<file path="src/hdl/tgss_pkg.sv">
// Package of offsets, fields and reset values for the timer gate source select block
package tgss_pkg;

	localparam int ADDR_W = 4;
	localparam int DATA_W = 8;
	localparam int CNT_W  = 16;
	localparam int PER_W  = 8;

	// Register offsets
	localparam logic [ADDR_W-1:0] OFS_GATE_CTRL  = 4'h0;
	localparam logic [ADDR_W-1:0] OFS_PERIOD     = 4'h1;
	localparam logic [ADDR_W-1:0] OFS_PER_COUNT  = 4'h2;
	localparam logic [ADDR_W-1:0] OFS_CMP_STATUS = 4'h3;
	localparam logic [ADDR_W-1:0] OFS_CNT_LO     = 4'h4;
	localparam logic [ADDR_W-1:0] OFS_CNT_HI     = 4'h5;

	// Field positions
	localparam int GSS_LSB  = 0;
	localparam int GSS_MSB  = 1;
	localparam int GPOL_BIT = 6;
	localparam int CMP1_BIT = 6;
	localparam int CMP2_BIT = 7;

	// Gate source select codes
	localparam logic [1:0] GSS_PIN   = 2'h0;
	localparam logic [1:0] GSS_MATCH = 2'h1;
	localparam logic [1:0] GSS_CMP1  = 2'h2;
	localparam logic [1:0] GSS_CMP2  = 2'h3;

	// Reset values
	localparam logic [1:0]       RST_GSS    = 2'h0;
	localparam logic             RST_GPOL   = 1'b0;
	localparam logic [PER_W-1:0] RST_PERIOD = 8'hFF;
	localparam logic [PER_W-1:0] RST_PCOUNT = 8'h00;
	localparam logic [CNT_W-1:0] RST_COUNT  = 16'h0000;
	localparam logic [DATA_W-1:0] RST_RDATA = 8'h00;

endpackage

</file>
<file path="src/hdl/tgss_gate_timer.sv">
// Gate source selection, polarity, period timer and gated counter
//
// The register offsets and the address-and-strobe port were chosen for this implementation.
`timescale 1ns/1ps
// Function
// Two-bit select routes one of four gate sources
// Polarity bit six clear inverts chosen gate source; set passes it unchanged
// Period timer wraps to zero after match
// Wrap makes one-cycle high match pulse; with period zero the pulse stays high
// Match source, polarity one: count after match
// Match source, polarity zero: skip after match
// Comparator one status bit six gates counter
// Comparator two status bit seven gates counter
// Pin source passes gate pin level through
// Counter advances only when sampled gate enabled
module tgss_gate_timer
	import tgss_pkg::*;
(
	input  wire logic              core_clk_i,
	input  wire logic              rstn_i,
	input  wire logic [ADDR_W-1:0] addr_i,
	input  wire logic [DATA_W-1:0] wr_data_i,
	input  wire logic              wr_i,
	input  wire logic              rd_i,
	input  wire logic              gate_input_pin_i,
	input  wire logic              comparator_one_out_i,
	input  wire logic              comparator_two_out_i,
	output logic [DATA_W-1:0]      rd_data_o,
	output logic [CNT_W-1:0]       count_o,
	output logic                   gate_enable_o,
	output logic                   match_pulse_o
);

	////////////////////////////////////////////////////////////////////////////
	// Declarations

	logic [1:0]        gate_source_select_q;
	logic              gate_polarity_q;
	logic [PER_W-1:0]  period_value_q;
	logic [PER_W-1:0]  period_timer_count_q;
	logic [PER_W-1:0]  period_timer_count_d;
	logic              match_pulse_q;
	logic [CNT_W-1:0]  count_q;
	logic [CNT_W-1:0]  count_d;
	logic              gate_en_q;
	logic [DATA_W-1:0] rd_data_q;
	logic [DATA_W-1:0] rd_data_d;
	logic              pin_s1_q;
	logic              pin_s2_q;
	logic              cmp1_s1_q;
	logic              cmp1_s2_q;
	logic              cmp2_s1_q;
	logic              cmp2_s2_q;

	wire               wr_ctrl;
	wire               wr_period;
	wire               wr_cnt_lo;
	wire               wr_cnt_hi;
	wire               cnt_wr;
	wire               period_match;
	wire               gate_src;
	wire               gate_en;
	wire [DATA_W-1:0]  gate_control_reg;
	wire [DATA_W-1:0]  comparator_status_reg;
	wire [DATA_W-1:0]  rd_mux;

	////////////////////////////////////////////////////////////////////////////
	// Address decode

	assign wr_ctrl   = wr_i && (addr_i == OFS_GATE_CTRL);
	assign wr_period = wr_i && (addr_i == OFS_PERIOD);
	assign wr_cnt_lo = wr_i && (addr_i == OFS_CNT_LO);
	assign wr_cnt_hi = wr_i && (addr_i == OFS_CNT_HI);
	assign cnt_wr    = wr_cnt_lo || wr_cnt_hi;

	assign gate_control_reg = {1'b0, gate_polarity_q, 4'h0, gate_source_select_q};
	assign comparator_status_reg = {cmp2_s2_q, cmp1_s2_q, 6'h00};

	assign rd_mux = (addr_i == OFS_GATE_CTRL)  ? gate_control_reg :
	                (addr_i == OFS_PERIOD)     ? period_value_q :
	                (addr_i == OFS_PER_COUNT)  ? period_timer_count_q :
	                (addr_i == OFS_CMP_STATUS) ? comparator_status_reg :
	                (addr_i == OFS_CNT_LO)     ? count_q[7:0] :
	                (addr_i == OFS_CNT_HI)     ? count_q[15:8] :
	                RST_RDATA;
	assign rd_data_d = rd_i ? rd_mux : RST_RDATA;

	////////////////////////////////////////////////////////////////////////////
	// Input synchronisers

	always_ff @(posedge core_clk_i or negedge rstn_i) begin
		if (!rstn_i) begin
			pin_s1_q  <= 1'b0;
			pin_s2_q  <= 1'b0;
			cmp1_s1_q <= 1'b0;
			cmp1_s2_q <= 1'b0;
			cmp2_s1_q <= 1'b0;
			cmp2_s2_q <= 1'b0;
		end else begin
			pin_s1_q  <= gate_input_pin_i;
			pin_s2_q  <= pin_s1_q;
			cmp1_s1_q <= comparator_one_out_i;
			cmp1_s2_q <= cmp1_s1_q;
			cmp2_s1_q <= comparator_two_out_i;
			cmp2_s2_q <= cmp2_s1_q;
		end
	end

	////////////////////////////////////////////////////////////////////////////
	// Control registers

	always_ff @(posedge core_clk_i or negedge rstn_i) begin
		if (!rstn_i) begin
			gate_source_select_q <= RST_GSS;
			gate_polarity_q      <= RST_GPOL;
			period_value_q       <= RST_PERIOD;
			rd_data_q            <= RST_RDATA;
		end else begin
			if (wr_ctrl) begin
				gate_source_select_q <= wr_data_i[GSS_MSB:GSS_LSB];
				gate_polarity_q      <= wr_data_i[GPOL_BIT];
			end
			if (wr_period) begin
				period_value_q <= wr_data_i;
			end
			rd_data_q <= rd_data_d;
		end
	end

	////////////////////////////////////////////////////////////////////////////
	// Period timer and match pulse

	assign period_match = (period_timer_count_q == period_value_q);
	assign period_timer_count_d = period_match ? RST_PCOUNT :
	                              period_timer_count_q + 8'h01;

	always_ff @(posedge core_clk_i or negedge rstn_i) begin
		if (!rstn_i) begin
			period_timer_count_q <= RST_PCOUNT;
			match_pulse_q        <= 1'b0;
		end else begin
			period_timer_count_q <= period_timer_count_d;
			match_pulse_q        <= period_match;
		end
	end

	////////////////////////////////////////////////////////////////////////////
	// Gate selection and counter


	assign gate_src = (gate_source_select_q == GSS_PIN)   ? pin_s2_q :
	                  (gate_source_select_q == GSS_MATCH) ? match_pulse_q :
	                  (gate_source_select_q == GSS_CMP1)  ? comparator_status_reg[CMP1_BIT] :
	                  comparator_status_reg[CMP2_BIT];

	assign gate_en = gate_polarity_q ? gate_src : !gate_src;

	// Software write takes the count over an increment
	assign count_d = wr_cnt_lo ? {count_q[15:8], wr_data_i} :
	                 wr_cnt_hi ? {wr_data_i, count_q[7:0]} :
	                 gate_en   ? count_q + 16'h0001 :
	                 count_q;

	always_ff @(posedge core_clk_i or negedge rstn_i) begin
		if (!rstn_i) begin
			count_q   <= RST_COUNT;
			gate_en_q <= 1'b0;
		end else begin
			count_q   <= count_d;
			gate_en_q <= gate_en;
		end
	end

	assign rd_data_o     = rd_data_q;
	assign count_o       = count_q;
	assign gate_enable_o = gate_en_q;
	assign match_pulse_o = match_pulse_q;

	////////////////////////////////////////////////////////////////////////////
	// Assertions

	a_sel_pin_path: assert property (
		@(posedge core_clk_i) disable iff (!rstn_i)
		(gate_source_select_q == GSS_PIN && $past(rstn_i, 2))
		|-> (gate_src == $past(gate_input_pin_i, 2)))
		else $error("pin source not routed");

	a_sel_match_path: assert property (
		@(posedge core_clk_i) disable iff (!rstn_i)
		(gate_source_select_q == GSS_MATCH) |-> (gate_src == $past(period_match)))
		else $error("match source not routed");

	a_sel_cmp_one: assert property (
		@(posedge core_clk_i) disable iff (!rstn_i)
		(gate_source_select_q == GSS_CMP1 && $past(rstn_i, 2))
		|-> (gate_src == $past(comparator_one_out_i, 2)))
		else $error("comparator one not routed");

	a_sel_cmp_two: assert property (
		@(posedge core_clk_i) disable iff (!rstn_i)
		(gate_source_select_q == GSS_CMP2 && $past(rstn_i, 2))
		|-> (gate_src == $past(comparator_two_out_i, 2)))
		else $error("comparator two not routed");

	a_pol_applied: assert property (
		@(posedge core_clk_i) disable iff (!rstn_i)
		$past(rstn_i) |-> (gate_enable_o == $past(gate_polarity_q ? gate_src : !gate_src)))
		else $error("polarity not applied");

	a_timer_wrap: assert property (
		@(posedge core_clk_i) disable iff (!rstn_i)
		(period_timer_count_q == period_value_q) |=> (period_timer_count_q == 8'h00))
		else $error("period timer did not wrap");

	a_timer_step: assert property (
		@(posedge core_clk_i) disable iff (!rstn_i)
		(rstn_i && period_timer_count_q != period_value_q)
		|=> (period_timer_count_q == $past(period_timer_count_q) + 8'h01))
		else $error("period timer did not step");

	a_pulse_width: assert property (
		@(posedge core_clk_i) disable iff (!rstn_i)
		(period_match && period_value_q != 8'h00 && !wr_period)
		|=> match_pulse_o ##1 !match_pulse_o)
		else $error("match pulse not one cycle");

	a_match_pol_one: assert property (
		@(posedge core_clk_i) disable iff (!rstn_i)
		(gate_source_select_q == GSS_MATCH && gate_polarity_q && !cnt_wr)
		|=> (count_o == $past(count_o) + 16'($past(match_pulse_o))))
		else $error("count outside match cycle");

	a_match_pol_zero: assert property (
		@(posedge core_clk_i) disable iff (!rstn_i)
		(gate_source_select_q == GSS_MATCH && !gate_polarity_q && !cnt_wr)
		|=> (count_o == $past(count_o) + 16'(!$past(match_pulse_o))))
		else $error("count not skipped on match");

	a_gate_advance: assert property (
		@(posedge core_clk_i) disable iff (!rstn_i)
		!cnt_wr |=> (count_o == $past(count_o) + 16'(gate_enable_o)))
		else $error("count ignores gate enable");

	a_ctrl_write: assert property (
		@(posedge core_clk_i) disable iff (!rstn_i)
		(rstn_i && wr_ctrl)
		|=> (gate_source_select_q == $past(wr_data_i[GSS_MSB:GSS_LSB])
		     && gate_polarity_q == $past(wr_data_i[GPOL_BIT])))
		else $error("gate control write lost");

	a_period_write: assert property (
		@(posedge core_clk_i) disable iff (!rstn_i)
		(rstn_i && wr_period) |=> (period_value_q == $past(wr_data_i)))
		else $error("period write lost");

	a_cnt_lo_write: assert property (
		@(posedge core_clk_i) disable iff (!rstn_i)
		(rstn_i && wr_cnt_lo)
		|=> (count_o == {$past(count_o[15:8]), $past(wr_data_i)}))
		else $error("low count byte write lost");

	a_cnt_hi_write: assert property (
		@(posedge core_clk_i) disable iff (!rstn_i)
		(rstn_i && wr_cnt_hi)
		|=> (count_o == {$past(wr_data_i), $past(count_o[7:0])}))
		else $error("high count byte write lost");

	a_pulse_at_wrap: assert property (
		@(posedge core_clk_i) disable iff (!rstn_i)
		match_pulse_o |-> (period_timer_count_q == 8'h00))
		else $error("match pulse away from wrap");

	a_rd_idle_zero: assert property (
		@(posedge core_clk_i) disable iff (!rstn_i)
		!$past(rd_i) |-> (rd_data_o == RST_RDATA))
		else $error("read data not cleared");

	a_rd_unmapped: assert property (
		@(posedge core_clk_i) disable iff (!rstn_i)
		($past(rd_i) && $past(addr_i) > OFS_CNT_HI)
		|-> (rd_data_o == RST_RDATA))
		else $error("unmapped read not zero");

	a_rd_ctrl_back: assert property (
		@(posedge core_clk_i) disable iff (!rstn_i)
		($past(rd_i) && $past(addr_i) == OFS_GATE_CTRL)
		|-> (rd_data_o[GPOL_BIT] == $past(gate_polarity_q) && rd_data_o[7] == 1'b0))
		else $error("control readback wrong");

	a_rd_cmp_one: assert property (
		@(posedge core_clk_i) disable iff (!rstn_i)
		($past(rd_i) && $past(addr_i) == OFS_CMP_STATUS && $past(rstn_i, 3))
		|-> (rd_data_o[CMP1_BIT] == $past(comparator_one_out_i, 3)))
		else $error("comparator one status wrong");

	a_rd_cmp_two: assert property (
		@(posedge core_clk_i) disable iff (!rstn_i)
		($past(rd_i) && $past(addr_i) == OFS_CMP_STATUS && $past(rstn_i, 3))
		|-> (rd_data_o[CMP2_BIT] == $past(comparator_two_out_i, 3)))
		else $error("comparator two status wrong");

	c_match_count: cover property (@(posedge core_clk_i) disable iff (!rstn_i)
		gate_source_select_q == GSS_MATCH && gate_polarity_q && match_pulse_o);
	c_pin_gate: cover property (@(posedge core_clk_i) disable iff (!rstn_i)
		gate_source_select_q == GSS_PIN && gate_en ##1 !gate_en_q);
	c_cmp_two: cover property (@(posedge core_clk_i) disable iff (!rstn_i)
		gate_source_select_q == GSS_CMP2 && $rose(cmp2_s2_q));
	c_timer_wrap: cover property (@(posedge core_clk_i) disable iff (!rstn_i)
		period_match ##1 match_pulse_o);
	c_match_skip: cover property (@(posedge core_clk_i) disable iff (!rstn_i)
		gate_source_select_q == GSS_MATCH && !gate_polarity_q && match_pulse_o);

endmodule // tgss_gate_timer

</file>
<file path="config.mk">
export PLATFORM = sky130hd
export DESIGN_NAME = tgss_gate_timer
export DESIGN_NICKNAME = d
export VERILOG_FILES = /design/src/hdl/tgss_pkg.sv /design/src/hdl/tgss_gate_timer.sv
export SDC_FILE = /design/constraint.sdc
export NUM_CORES = 1
export LEC_CHECK = 0
export BUFFER_PORTS_ARGS = -buffer_cell sky130_fd_sc_hd__buf_4
export CAP_MARGIN = 15
export CORE_ASPECT_RATIO = 1.75
export CORE_MARGIN = 2
export CORE_UTILIZATION = 51
export DETAILED_ROUTE_END_ITERATION = 8
export PLACE_DENSITY = 0.83
export SKIP_LAST_GASP = 1
export SYNTH_ARGS = -nofsm -noshare
export SYNTH_HDL_FRONTEND = slang
export SYNTH_SLANG_ARGS = --single-unit
export TNS_END_PERCENT = 1
</file>
<file path="constraint.sdc">
create_clock -name core_clk_i -period 1.88 [get_ports core_clk_i]
set_input_delay 0.564 -clock core_clk_i [delete_from_list [all_inputs] [get_ports core_clk_i]]
set_output_delay 0.564 -clock core_clk_i [all_outputs]
set_load 0.02 [all_outputs]
</file>
* Word-level counts from Yosys, hierarchy flattened
Cells that the tools add are included.
Cells by class: bitwise logic cells 1, order comparisons 0, reductions and logical operators 11, shift operators 0, multiply operators 0, add/sub/neg operators 2, mux-type cells 15, eq/ne operators 9, div/mod/pow operators 0
Operator list (count):
- $mux W8 | 9
- $mux W16 | 2
- $add A16 B1 Y16 const B | 1
- $add A8 B1 Y8 const B | 1
- $eq A4 B2 Y1 const B | 2
- $eq A4 B3 Y1 const B | 2
- $eq A8 B8 Y1 | 1
- $eq A4 B1 Y1 const B | 1
- $logic_and A1 B1 Y1 | 4
- $logic_not A4 Y1 | 1
- $mux W1 | 4
- $reduce_and A2 Y1 | 2
- $reduce_bool A2 Y1 | 2
- $eq A2 B1 Y1 const B | 1
- $eq A2 B2 Y1 const B | 1
- $logic_not A2 Y1 | 1
- $ne A2 B2 Y1 const B | 1
- $logic_not A1 Y1 | 1
- $not A1 Y1 | 1
Storage, ports and cells: latch bits 0, input bits 19, memories 0, memory bits (writable) 0, bits in registers 51, ROM bits 0, logic and storage cells 53, output and inout bits 26

* Logic depth before layout (Yosys ltp)
Gate-level depths: netlist (run 1).
depth after elaboration 9, mapped depth 6, mapped depth without buffers 5

* Least setup slack after synthesis (run 1)
No wires, ideal clock.
kind register to register, start register match_pulse_q, in the netlist match_pulse_o, end register count_q[12], in the netlist count_o[12], setup slack -0.068 ns, period minus slack after synthesis 1.948 ns, setup time 0.082 ns, stages on the path, launching flop included 6, arrival 1.866 ns, required time 1.798 ns, cells stage by stage dfrtp_1 mux4_2 xor2_1 buf_6 or4_1 a31oi_1
On the way: word-level cells in the longest chain between the ends 6
Ends and longest elaborated chain:
- start, declared | RTL line tgss_gate_timer.sv:42 | logic match_pulse_q;
- start signal, assigned | RTL line tgss_gate_timer.sv:143 | match_pulse_q <= period_match;
- $mux W1 * | RTL line tgss_gate_timer.sv:152 | (gate_source_select_q == GSS_MATCH) ? match_pulse_q :
- $mux W1 * | RTL line tgss_gate_timer.sv:151 | assign gate_src = (gate_source_select_q == GSS_PIN) ? pin_s2_q :
- $logic_not A1 Y1 | RTL line tgss_gate_timer.sv:156 | assign gate_en = gate_polarity_q ? gate_src : !gate_src;
- $mux W1 * | RTL line tgss_gate_timer.sv:156
- $reduce_bool A2 Y1 (no source line) *
- $reduce_and A2 Y1 (no source line) *
- end signal, assigned | RTL line tgss_gate_timer.sv:169 | count_q <= count_d;
- end, declared | RTL line tgss_gate_timer.sv:43 | logic [CNT_W-1:0] count_q;
Mark *: on every way between the ends. The rest lies on a longest branch, timed or not. A chain may end at the register's enable or synchronous reset.

* Final worst setup path (run 1)
start register gate_source_select_q[0], end register count_q[12], in the netlist count_o[12]
On the way: word-level cells in the longest chain between the ends 8, elaborated cells on any way between the ends 10, those cells by class eq/ne: 2; mux: 4; reduce/logical: 4
Ends and longest elaborated chain:
- start, declared | RTL line tgss_gate_timer.sv:37 | logic [1:0] gate_source_select_q;
- start signal, assigned | RTL line tgss_gate_timer.sv:120 | gate_source_select_q <= wr_data_i[GSS_MSB:GSS_LSB];
- $eq A2 B2 Y1 | RTL line tgss_gate_timer.sv:153 | (gate_source_select_q == GSS_CMP1) ? comparator_status_reg[CMP1_BIT] :
- $mux W1 | RTL line tgss_gate_timer.sv:153
- $mux W1 | RTL line tgss_gate_timer.sv:152
- $mux W1 * | RTL line tgss_gate_timer.sv:151
- $logic_not A1 Y1 | RTL line tgss_gate_timer.sv:156
- $mux W1 * | RTL line tgss_gate_timer.sv:156
- $reduce_bool A2 Y1 (no source line) *
- $reduce_and A2 Y1 (no source line) *
Marked as above.

==> run summary, run 1 <==
The flow ran to the end, but the final reports show violations. The final reports fail on setup timing. The reg-to-reg setup timing slack is -140 ps. The kind of path behind the tightest hold check is input port to async pin.

The routed length on met2 came out at 4110 µm. In the synthesized netlist the dominant register cell turns out to be sky130_fd_sc_hd__dfrtp_1. The clock transition at the registers of the reported paths is 90 ps. The CTS H-tree depth came out at 2. The required time of the worst setup path came out at 2100 ps. The area overhead of the layout relative to synthesis came out at 28.5%. The area fraction of the dominant cell type after synthesis came out at 39.3%. The synthesized design contains 0 enable-type register cells. The number of global-route vias before repair was 2586.

The worst setup path is launched from a flip-flop. The met1 routed wirelength after detailed routing came out at 2620 µm. The clock reaches the later pin of the worst-skew pair after 300 ps. After synthesis the netlist holds a flip-flop and latch count of 51. The area used by multi-input combinational logic came out at 0.00137 mm².

The worst endpoint data arrival time came out at 2240 ps. The worst voltage drop across the vdd grid came out at 0.000776 V. The max-slew violation count is 0. The critical path is of the flip-flop to flip-flop type. Routability-driven placement finished with a final weighted congestion of 0.985. The residual DRC count is 0. Max-cap violations in this run came to 0. The number of hold buffers added after CTS came out at 0. The die is 59.4 µm wide. The count of antenna-violating nets left after detailed routing came out at 0. The met3 layer wire length in the routed design came out at 294 µm. For the pin with the worst max-slew slack, the measured transition is 617 ps. The post-synth design cell area came out at 0.00274 mm².

The number of filler instances in the final layout is 425. The core box area is 0.00521 mm². The first-pass detailed-route iteration total is 4. The number of rows created at floorplan came out at 35. After layout, the worst path uses 107% of the clock period. Summed over all cells, the static leakage comes to 0.00153 µW. On the final layout, the worst hold slack is 275 ps. The sequential cells in the finished layout cover a total of 0.00129 mm². At the end of the flow, the number of nets in the layout was 370. The final hold violation count is 0. The total grt overflow is 0. The yosys synthesis warning count came out at 0. The number of antenna cells inserted is 0. Routed signal wires occupy layers up through met4. Entering global routing, the biggest net connects 52 pins. For this configuration, the core starts out at a cell density of 52.5%.

The HPWL after detailed placement is 5700 µm. In this run, CTS created clock tree buffers numbering 5. TritonCTS built the clock tree. After detailed routing, the average wire length per cell comes to 18.3 µm. The die covers 0.00599 mm². Once routing completed, OpenROAD measured the worst setup slack at -136 ps.

The top cell type by total area after synthesis is sky130_fd_sc_hd__dfrtp_1. Setup repair after global routing could not meet its margin everywhere. The first-pass GRT wire length came out at 12100 µm. The critical path endpoint category is a flip-flop.

The async set-reset flop share out of synthesis came out at 100%. Excluding fillers, the count of instances in the completed layout stands at 405. The total number of clock tree sinks is 51. The peak clock frequency supported by timing is 496 MHz. The shortest period the worst path allows came out at 2020 ps. The largest buffer count on any clock path came out at 2.

After detailed routing, the number of vias per cell comes to 6.37. The setup clock skew after layout came out at 3.81 ps. Synthesis produced 268 cells.

The root buffer selected by CTS is sky130_fd_sc_hd__clkbuf_8. The power density normalized to cell area is 1170 mW/mm². The peak fanout along the critical path came out at 23. The setup-violating endpoint count in the final report came out at 13. The portion of the post-synthesis area used by sequential elements is 47.0%.

The number of distinct library cells after synthesis came out at 54. The final route contains 2578 vias. The ratio of cells with drive above 1 in the final layout came out at 34.0%.

The total routing usage reported by global routing is 26.8%. The number of nets in the synthesized netlist is 289. The average cell area after synthesis is 10.2 µm². The initial antenna violation count is 0. The number of primary I/O pins is 45. The number of placed cells counting well taps came out at 394. The number of buffers added on ports came out at 44.

By area the synthesized netlist is led by sky130_fd_sc_hd__dfrtp_1, sky130_fd_sc_hd__dfstp_2, sky130_fd_sc_hd__mux2_2. The starting DRC count in detailed routing is 156. The final layout contains routed wiring with a total length of 7400 µm. The die height came out at 101 µm.

The worst relative slew slack is 58.9%.
## critical path, cell delays in order, from the launching register on
cell	delay, ps
sky130_fd_sc_hd__dfrtp_1	380
sky130_fd_sc_hd__mux4_2	530
sky130_fd_sc_hd__xor2_2	180
sky130_fd_sc_hd__buf_12	170
sky130_fd_sc_hd__or4_1	510
sky130_fd_sc_hd__a31oi_1	170
## cell usage after synthesis (all sizes together), types with 3 or more instances
cell	count
o21ai	4
dfrtp	43
o2bb2ai	3
nand4	6
nand2	12
or4	9
a31oi	6
a21o	3
mux2i	4
mux2	12
dfstp	8
a22oi	9
buf	4
o211ai	8
a21oi	7
nand2b	3
nand3	18
inv	6
a211oi	5
and4	3
xnor2	9
o31ai	4
nor2	24
nor3	8
xor2	6
clkbuf	10
and3	3
## registers in the layout, summed over array words and instances, names as in the netlist
register / flops
cmp1_s1_q: 1
cmp1_s2_q: 1
cmp2_s1_q: 1
cmp2_s2_q: 1
count_o: 16
gate_enable_o: 1
gate_polarity_q: 1
gate_source_select_q: 2
match_pulse_o: 1
period_timer_count_q: 8
period_value_q: 8
pin_s1_q: 1
pin_s2_q: 1
rd_data_o: 8
## power breakdown
group | internal (µW) | switching, µW | total [µW]
clock network | 268 | 371 | 639
logic | 842 | 908 | 1750
registers | 1400 | 337 | 1740
total | 2510 | 1620 | 4130
## cells in the final DEF (no fill, tap or decap), types with 2 or more instances in the layout
cell	instances
sky130_fd_sc_hd__mux2_2	12
sky130_fd_sc_hd__clkbuf_8	5
sky130_fd_sc_hd__nor4b_1	2
sky130_fd_sc_hd__o2bb2ai_1	3
sky130_fd_sc_hd__dfrtp_1	42
sky130_fd_sc_hd__mux2i_1	4
sky130_fd_sc_hd__a31oi_1	6
sky130_fd_sc_hd__nand2_1	12
sky130_fd_sc_hd__o211ai_1	8
sky130_fd_sc_hd__a21oi_1	7
sky130_fd_sc_hd__o21ai_0	4
sky130_fd_sc_hd__xor2_1	5
sky130_fd_sc_hd__nor4bb_1	2
sky130_fd_sc_hd__nand3_1	18
sky130_fd_sc_hd__a211oi_1	5
sky130_fd_sc_hd__and3_1	3
sky130_fd_sc_hd__buf_4	86
sky130_fd_sc_hd__nand2b_1	3
sky130_fd_sc_hd__dfstp_2	8
sky130_fd_sc_hd__nor2_1	24
sky130_fd_sc_hd__a22oi_1	9
sky130_fd_sc_hd__a41oi_1	2
sky130_fd_sc_hd__or4_1	9
sky130_fd_sc_hd__ha_1	2
sky130_fd_sc_hd__a41o_1	2
sky130_fd_sc_hd__and4_1	3
sky130_fd_sc_hd__o31ai_1	4
sky130_fd_sc_hd__xnor2_1	9
sky130_fd_sc_hd__o311ai_0	2
sky130_fd_sc_hd__a21o_1	3
sky130_fd_sc_hd__clkinvlp_4	2
sky130_fd_sc_hd__inv_1	5
sky130_fd_sc_hd__nand4_1	6
sky130_fd_sc_hd__nor3_1	8
## worst paths after layout
kind,from,endpoint,cells past startpoint
setup / recovery,gate_source_select_q[0],count_o[12],5
hold / removal,rstn_i,pin_s2_q,1
setup reg to reg,gate_source_select_q[0],count_o[12],5
hold reg to reg,cmp2_s1_q,cmp2_s2_q,0
max in group asynchronous,rstn_i,match_pulse_o,1
min in group core_clk_i,cmp2_s1_q,cmp2_s2_q,0
## metrics by stage
step	setup slack (ps)	total power, µW	utilization (%)	TNS, ps	area [µm²]
after global placement	-109	3390	65.1	-462	3390
after global routing	-199	4390	67.4	-2190	3510
after floorplan	-56.2	2690	-	-139	2740
final	-136	4130	67.4	-798	3510
after CTS	-156	4110	67.2	-1270	3500
after detailed placement	-180	3450	65.1	-1420	3390
## layer usage
metal / global-route usage [%] / up-vias
met2: 48.0 / 92
met4: 15.4 / 0
met3: 2.44 / 28
li1: - / 1188
met1: 29.6 / 1270
met5: 0 / -
## kinds of logic after synthesis
logic type      count (synthesis)  synth area share, %
compound gates                 64                 17.2
fa+ha+maj                       2                0.915
buf+inv                        20                 3.11
mux                            17                 7.23
simple gates                   99                 19.7
flops                          51                 47.0
xor+xnor                       15                 4.80
## area by class of cell
type	instances	share of cell area, %
Tap cell	55	1.96
Clock buffer	6	2.07
Sequential cell	51	36.6
Clock inverter	2	0.463
Multi-Input combinational cell	197	39.0
Inverter	6	0.748
Timing Repair inverter	1	0.142
Timing Repair Buffer	87	18.9
## what timing repair did
action                                  4_1_cts  5_1_grt
gates cloned                                  0        1
gates resized for setup                       2        0
endpoints found under the setup margin       16       16
setup buffers                                 1        1
pin swaps                                     1        2
(Power assumes the default switching activity.)
==> run 2: changes to the inputs <==
- CELL_PAD_IN_SITES_DETAIL_PLACEMENT: not set -> 1
- CELL_PAD_IN_SITES_GLOBAL_PLACEMENT: not set -> 2
- CORE_UTILIZATION: 51 -> 32
- PLACE_DENSITY: 0.83 -> 0.82
==> run 2 against run 1 <==
Power grew 12%; non-clock buffer count grew 13; clock skew grew 0.79 ps; combinational power grew 7%; global-route usage shrank 5.9 points; sequential power is essentially flat; the flow still finishes with violations (setup timing); critical endpoint is now count_o[7]; fmax grew 0.94%.
==> run summary, run 2 (synthesis gave the netlist of run 1 again) <==
The run finished, with violations left. The final reports fail on setup timing. The internal power consumption is 2930 µW. The required time of the worst setup path is 2110 ps.

The share of total power dissipated in sequential elements is 37.2%. The die width is 73.9 µm. The largest net degree at the start of global routing is 28. The combined buffer and inverter count along the critical path came out at 3. TritonCTS built the clock tree.

The clock network is responsible for 22.2% of the overall power. The kind of start point of the critical path is a flip-flop. The worst relative slew slack is 73.5%. The area used by multi-input combinational logic came out at 0.00137 mm².

In this design, the stage delay of the slowest critical-path cell is 530 ps. The kind of path behind the tightest hold check is input port to async pin. The clock transition at the registers of the reported paths is 70 ps.

After detailed routing, the total wire length is 9080 µm. The critical path goes through mux4_2 > xor2_2 > buf_12 > inv_1 > buf_4 > a211oi_1 > o22a_1. The count of antenna-violating nets left after detailed routing is 0. The initial standard-cell utilization of the core came out at 32.9%.

The initial antenna violation count came to 0. The post-layout worst setup margin came out at -117 ps. The congestion estimate from routability-driven global placement came to 0.861.

0 antenna diodes ended up in the layout. The worst endpoint data arrival time is 2220 ps. Relative to the synthesized area, the layout overhead comes to 37.7%. The H-tree was split into 2 levels. The highest-delay cell along the critical path is sky130_fd_sc_hd__mux4_2. The residual DRC count is 0. The number of global-route vias before repair came out at 2788.

The shortest period the worst path allows is 2000 ps. The most common cell after layout, fill and taps aside is sky130_fd_sc_hd__buf_4. The number of primary I/O pins came out at 45. After legalization and detailed placement, the total HPWL measured 7290 µm. The final hold violation count came out at 0. The first-pass detailed-route iteration total came out at 4. The total power draw is 4640 µW. The setup clock skew after layout is 4.60 ps. The total number of clock tree sinks is 51. The ratio of cells with drive above 1 in the final layout is 35.9%.

The total grt overflow came out at 0. Summing all placed instances gives a cell area of 0.00358 mm². The kind of cell with the highest combined delay along the critical path is multiplexers.

The floorplan step defined a die boundary enclosing 0.00933 mm². The critical path endpoint category is a flip-flop. For this run, the top clock speed supported by timing is 501 MHz. The vias per cell came out at 5.43. The core box area is 0.00831 mm². Summed over all nets, the switching power comes to 1710 µW. The share of the cycle needed by the critical path after routing came out at 106%. Buffers placed on the I/O ports in this run total 44.

The type of the worst setup path is flip-flop to flip-flop. The clock buffer count from CTS is 5. The total routing usage reported by global routing came out at 21.0%. The peak fanout along the critical path is 22. The reg-to-reg setup timing slack came out at -120 ps. The filler cells instantiated in the layout total 955. The worst voltage drop across the vdd grid came out at 0.000742 V. In the layout the commonest cells are sky130_fd_sc_hd__buf_4, sky130_fd_sc_hd__dfrtp_1, sky130_fd_sc_hd__nor2_1, sky130_fd_sc_hd__nand3_1.

The largest buffer count on any clock path came out at 2. The die height came out at 126 µm. The first-pass GRT wire length is 14700 µm. After the last flow step, the layout net total stands at 382.

The insertion delay to the later sink of the worst-skew pair is 290 ps. The power density normalized to cell area is 1230 mW/mm². Setup violations remaining at the end of the flow were counted as 13. The max-slew violation count is 0. The vias after detailed routing is 2588. The number of flip-flops under the largest register name is 16. The final instance area came out at 0.00377 mm². After the first detailed-routing iteration, the DRC count stood at 124. The power share of the combinational group came out at 40.6%. The area taken by flip-flops and latches is 0.00129 mm². Of the total power, the share spent switching nets is 36.8%. The number of rows created at floorplan came out at 44.

In this run the static leakage power is 0.00164 µW. The root buffer selected by CTS is sky130_fd_sc_hd__clkbuf_16. The actual slew at the worst max-slew pin is 397 ps. Setup repair after global routing could not meet its margin everywhere. The max-capacitance violation count came out at 0. In the final routed layout, each cell accounts on average for 19.0 µm.
-- run 2: cell count changes in the layout (fill, tap and decap cells not counted) --
cell                         previous run  this run
sky130_fd_sc_hd__buf_4                 86        98
sky130_fd_sc_hd__clkbuf_16              0         5
sky130_fd_sc_hd__clkbuf_8               5         0
sky130_fd_sc_hd__buf_12                 1         2
sky130_fd_sc_hd__bufinv_16              0         1
sky130_fd_sc_hd__clkinvlp_2             1         0
sky130_fd_sc_hd__clkinvlp_4             2         1
sky130_fd_sc_hd__inv_1                  5         6
sky130_fd_sc_hd__inv_6                  1         0
-- run 2: cell type report --
class / count / share of cell area [%]
Inverter: 6 / 0.598
Clock inverter: 2 / 0.996
Timing Repair Buffer: 100 / 20.6
Tap cell: 115 / 3.82
Clock buffer: 6 / 3.42
Multi-Input combinational cell: 197 / 36.4
Sequential cell: 51 / 34.2
-- run 2: worst reg2reg max path, stage by stage (launching register included) --
cell                       delay, ps
sky130_fd_sc_hd__dfrtp_1         370
sky130_fd_sc_hd__mux4_2          530
sky130_fd_sc_hd__xor2_2          190
sky130_fd_sc_hd__buf_12          180
sky130_fd_sc_hd__inv_1           100
sky130_fd_sc_hd__buf_4           170
sky130_fd_sc_hd__a211oi_1        210
sky130_fd_sc_hd__o22a_1          190
-- run 2: worst paths after layout --
check,start,to,cells after the start
max reg2reg,gate_source_select_q[0],count_o[7],7
min,rstn_i,gate_enable_o,1
min reg2reg,pin_s1_q,pin_s2_q,0
min in group core_clk_i,pin_s1_q,pin_s2_q,0
max in group asynchronous,rstn_i,period_value_q[1],2
max,gate_source_select_q[0],count_o[7],7
-- run 2: repair_timing --
action,4_1_cts,5_1_grt
pin swaps,3,1
hold buffers,0,0
resized for setup,1,0
hold endpoints to repair,0,0
buffers inserted,1,1
setup endpoints to repair,15,16
-- run 2: power groups by stage --
stage	Sequential [µW]	Combinational [µW]	Clock, µW
after detailed placement	1740	1870	0
after global routing	1770	2070	1100
final	1720	1880	1030
after global placement	1720	1820	0
after floorplan	1860	833	0
after CTS	1720	1890	1070
-- run 2: routing by layer --
| metal | GRT usage [%] | vias to the layer above | wire (µm) |
|---|---|---|---|
| li1 | - | 1205 | - |
| met1 | 21.4 | 1323 | 3190 |
| met2 | 40.8 | 50 | 5520 |
| met3 | 2.94 | 10 | 194 |
| met4 | 7.70 | 0 | 178 |
| met5 | 0 | - | 0 |
-- run 2: through the flow --
step | TNS [ps] | worst slack, ps | utilization [%] | hold slack (ps) | instances
5_1_grt | -1640 | -178 | 45.3 | 194 | 477
3_5_place_dp | -1490 | -175 | 43.0 | 336 | 467
2_1_floorplan | -139 | -56.2 | - | 268 | 268
3_3_place_gp | -744 | -77.4 | 43.0 | 334 | 467
6_report | -593 | -117 | 45.3 | 175 | 477
4_1_cts | -791 | -121 | 45.2 | 180 | 476
==> run 3: changes to the inputs <==
- MAX_ROUTING_LAYER: not set -> met4
==> run 3 against run 2 <==
Global-route usage increased by 0.56 points; critical endpoint unchanged; critical path type unchanged; largest power group unchanged; count of clock-buffer cells in the layout unchanged; the flow still finishes with violations (setup timing); utilization unchanged; hold slack improved by 0.74 ps; flip-flop and latch count unchanged; cell count unchanged; worst setup slack got worse by 2.9 ps; combinational power about the same; sequential share of layout area unchanged; fmax decreased by 0.15%; critical path depth unchanged; routed wire length decreased by 0.11%.
==> run summary, run 3 (synthesis gave the netlist of run 1 again) <==
The post-layout worst setup margin came out at -120 ps. From left edge to right edge, the die measures 73.9 µm. The required time of the worst setup path came out at 2110 ps. The actual slew at the worst max-slew pin is 405 ps. The share of power burned in the clock network is 22.3%. The largest buffer count on any clock path is 2. The worst voltage drop across the vdd grid came out at 0.000742 V. In the layout the commonest cells are sky130_fd_sc_hd__buf_4, sky130_fd_sc_hd__dfrtp_1, sky130_fd_sc_hd__nor2_1, sky130_fd_sc_hd__nand3_1.

The insertion delay to the later sink of the worst-skew pair is 290 ps. The switching power of the nets is 1710 µW. The final instance area came out at 0.00377 mm². The peak clock frequency supported by timing came out at 500 MHz. The flow ran to the end, but the final reports show violations. The die area is 0.00933 mm². The half-perimeter wire length of the detailed placement result is 7290 µm. The number of rows created at floorplan came out at 44. The post-place instance area came out at 0.00358 mm². The first detailed-routing pass took 4 iterations. The vias per cell came out at 5.41.

The congestion estimate from routability-driven global placement came to 0.874. The clock buffer count from CTS is 5. The number of buffers added on ports came out at 44. After layout, the minimum clock period comes to 2000 ps. The CTS H-tree depth came out at 2.

The number of global-route vias before repair is 2792. The setup TNS after final layout is -603 ps. The clock transition at the registers of the reported paths came out at 70 ps. The vias after detailed routing is 2581. The peak fanout along the critical path came out at 22. Wires add up to 9070 µm. The setup path with the least slack is of type flip-flop to flip-flop. The startpoint identified for the worst register-to-register timing path is gate_source_select_q[0].

The number of antenna cells inserted is 0. The tree is rooted in a sky130_fd_sc_hd__clkbuf_16. Before CTS, the worst setup slack after placement is -175 ps. The worst setup path is launched from a flip-flop.

The most critical setup path has its startpoint at gate_source_select_q[0]. The register with the most flip-flops in the layout has 16 of them. The final hold violation count was 0.

The final hold slack is 175 ps. The worst endpoint data arrival time is 2230 ps. During I/O placement, the number of pins put on the boundary was 45. The total routing usage reported by global routing is 21.5%. The initial standard-cell utilization of the core came out at 32.9%. Setup violations remaining at the end of the flow were counted as 12. In this run the remaining antenna-violating nets after routing total 0.

The power share of the combinational group came out at 40.6%. Entering global routing, the biggest net connects 28 pins. The area overhead of the layout relative to synthesis came out at 37.7%. The library cell used most frequently in the layout, excluding fill and tap cells, is sky130_fd_sc_hd__buf_4. For this run, design rule violations remaining after detail routing come to 0. Setup slack on the worst reg-to-reg path comes out at -120 ps. The endpoint of the most critical setup path is count_o[7]. Summed over all cells, the static leakage comes to 0.00164 µW. The starting DRC count in detailed routing is 125. The max-slew violation count came out at 0. For this design, the sink count on the clock tree is 51. The worst relative slew slack is 72.9%.

The worst path uses 106% of the clock period. The initial antenna violation count came to 0. The checks that failed: setup timing. The die height is 126 µm. The first global-routing pass estimated 14700 µm of wire. Setup repair after global routing could not meet its margin everywhere. The design draws 4640 µW. The total overflow left after global routing is 0. The setup clock skew after layout came out at 4.89 ps. The core box area came out at 0.00831 mm². The critical register-to-register path endpoint is count_o[7]. The number of hold buffers added after CTS is 0. The worst register-to-register path has a depth of 7. Internal power comes to 2930 µW. In this run switching power makes up 36.9% of total power. The max-capacitance violation count is 0.

The kind of path behind the tightest hold check is input port to async pin. TritonCTS built the clock tree. The ratio of cells with drive above 1 in the final layout is 35.9%. The worst setup path is captured at a flip-flop.

The detailed-route wire length per cell came out at 19.0 µm. The total number of nets in the final design is 382. Sequential cells account for 37.1% of the total power.

The power density normalized to cell area is 1230 mW/mm².
## run 3: cell counts in the layout (fill, tap and decap cells not counted)
Identical to the previous run, type by type.
## run 3: repair_timing
item,in CTS,in global routing
pin swaps,3,1
gates resized for setup,1,0
endpoints found under the hold margin,0,0
setup endpoints to repair,15,16
setup buffers,1,1
## run 3: final cells by class
cell class                 instances  area [µm²]
clock buffer                       6         129
clock inverter                     2        37.5
fill                             955        4550
inverter                           6        22.5
multi-input combinational        197        1370
sequential                        51        1290
tap                              115         144
timing repair buffer             100         776
## run 3: through the flow
step           instances  utilization [%]
2_1_floorplan        268                -
3_3_place_gp         467             43.0
3_5_place_dp         467             43.0
4_1_cts              476             45.2
5_1_grt              477             45.3
6_report             477             45.3
## run 3: critical path, cell delays in order, from the launching register on
cell                       delay (ps)
sky130_fd_sc_hd__dfrtp_1          370
sky130_fd_sc_hd__mux4_2           530
sky130_fd_sc_hd__xor2_2           190
sky130_fd_sc_hd__buf_12           180
sky130_fd_sc_hd__inv_1            100
sky130_fd_sc_hd__buf_4            170
sky130_fd_sc_hd__a211oi_1         210
sky130_fd_sc_hd__o22a_1           190
## run 3: how the worst min path moves through the flow
stage | start | end | depth (start not counted)
after floorplan | rstn_i | cmp1_s1_q | 0
after global placement | pin_s1_q | pin_s2_q | 0
after detailed placement | pin_s1_q | pin_s2_q | 0
after CTS | rstn_i | gate_enable_o | 1
after global routing | rstn_i | gate_enable_o | 1
final | rstn_i | gate_enable_o | 1
## run 3: power by group through the flow
stage / registers [µW] / logic (µW) / clock network [µW]
after global routing: 1770 / 2070 / 1100
after floorplan: 1860 / 833 / 0
final: 1720 / 1890 / 1030
after global placement: 1720 / 1820 / 0
after detailed placement: 1740 / 1870 / 0
after CTS: 1720 / 1890 / 1070
## run 3: routing by layer
metal	vias up	part of all wire, %	GRT usage [%]
met2	47	60	40.8
met3	11	1.9	2.94
li1	1207	-	-
met4	0	2.1	7.70
met5	-	0	-
met1	1316	36	21.3
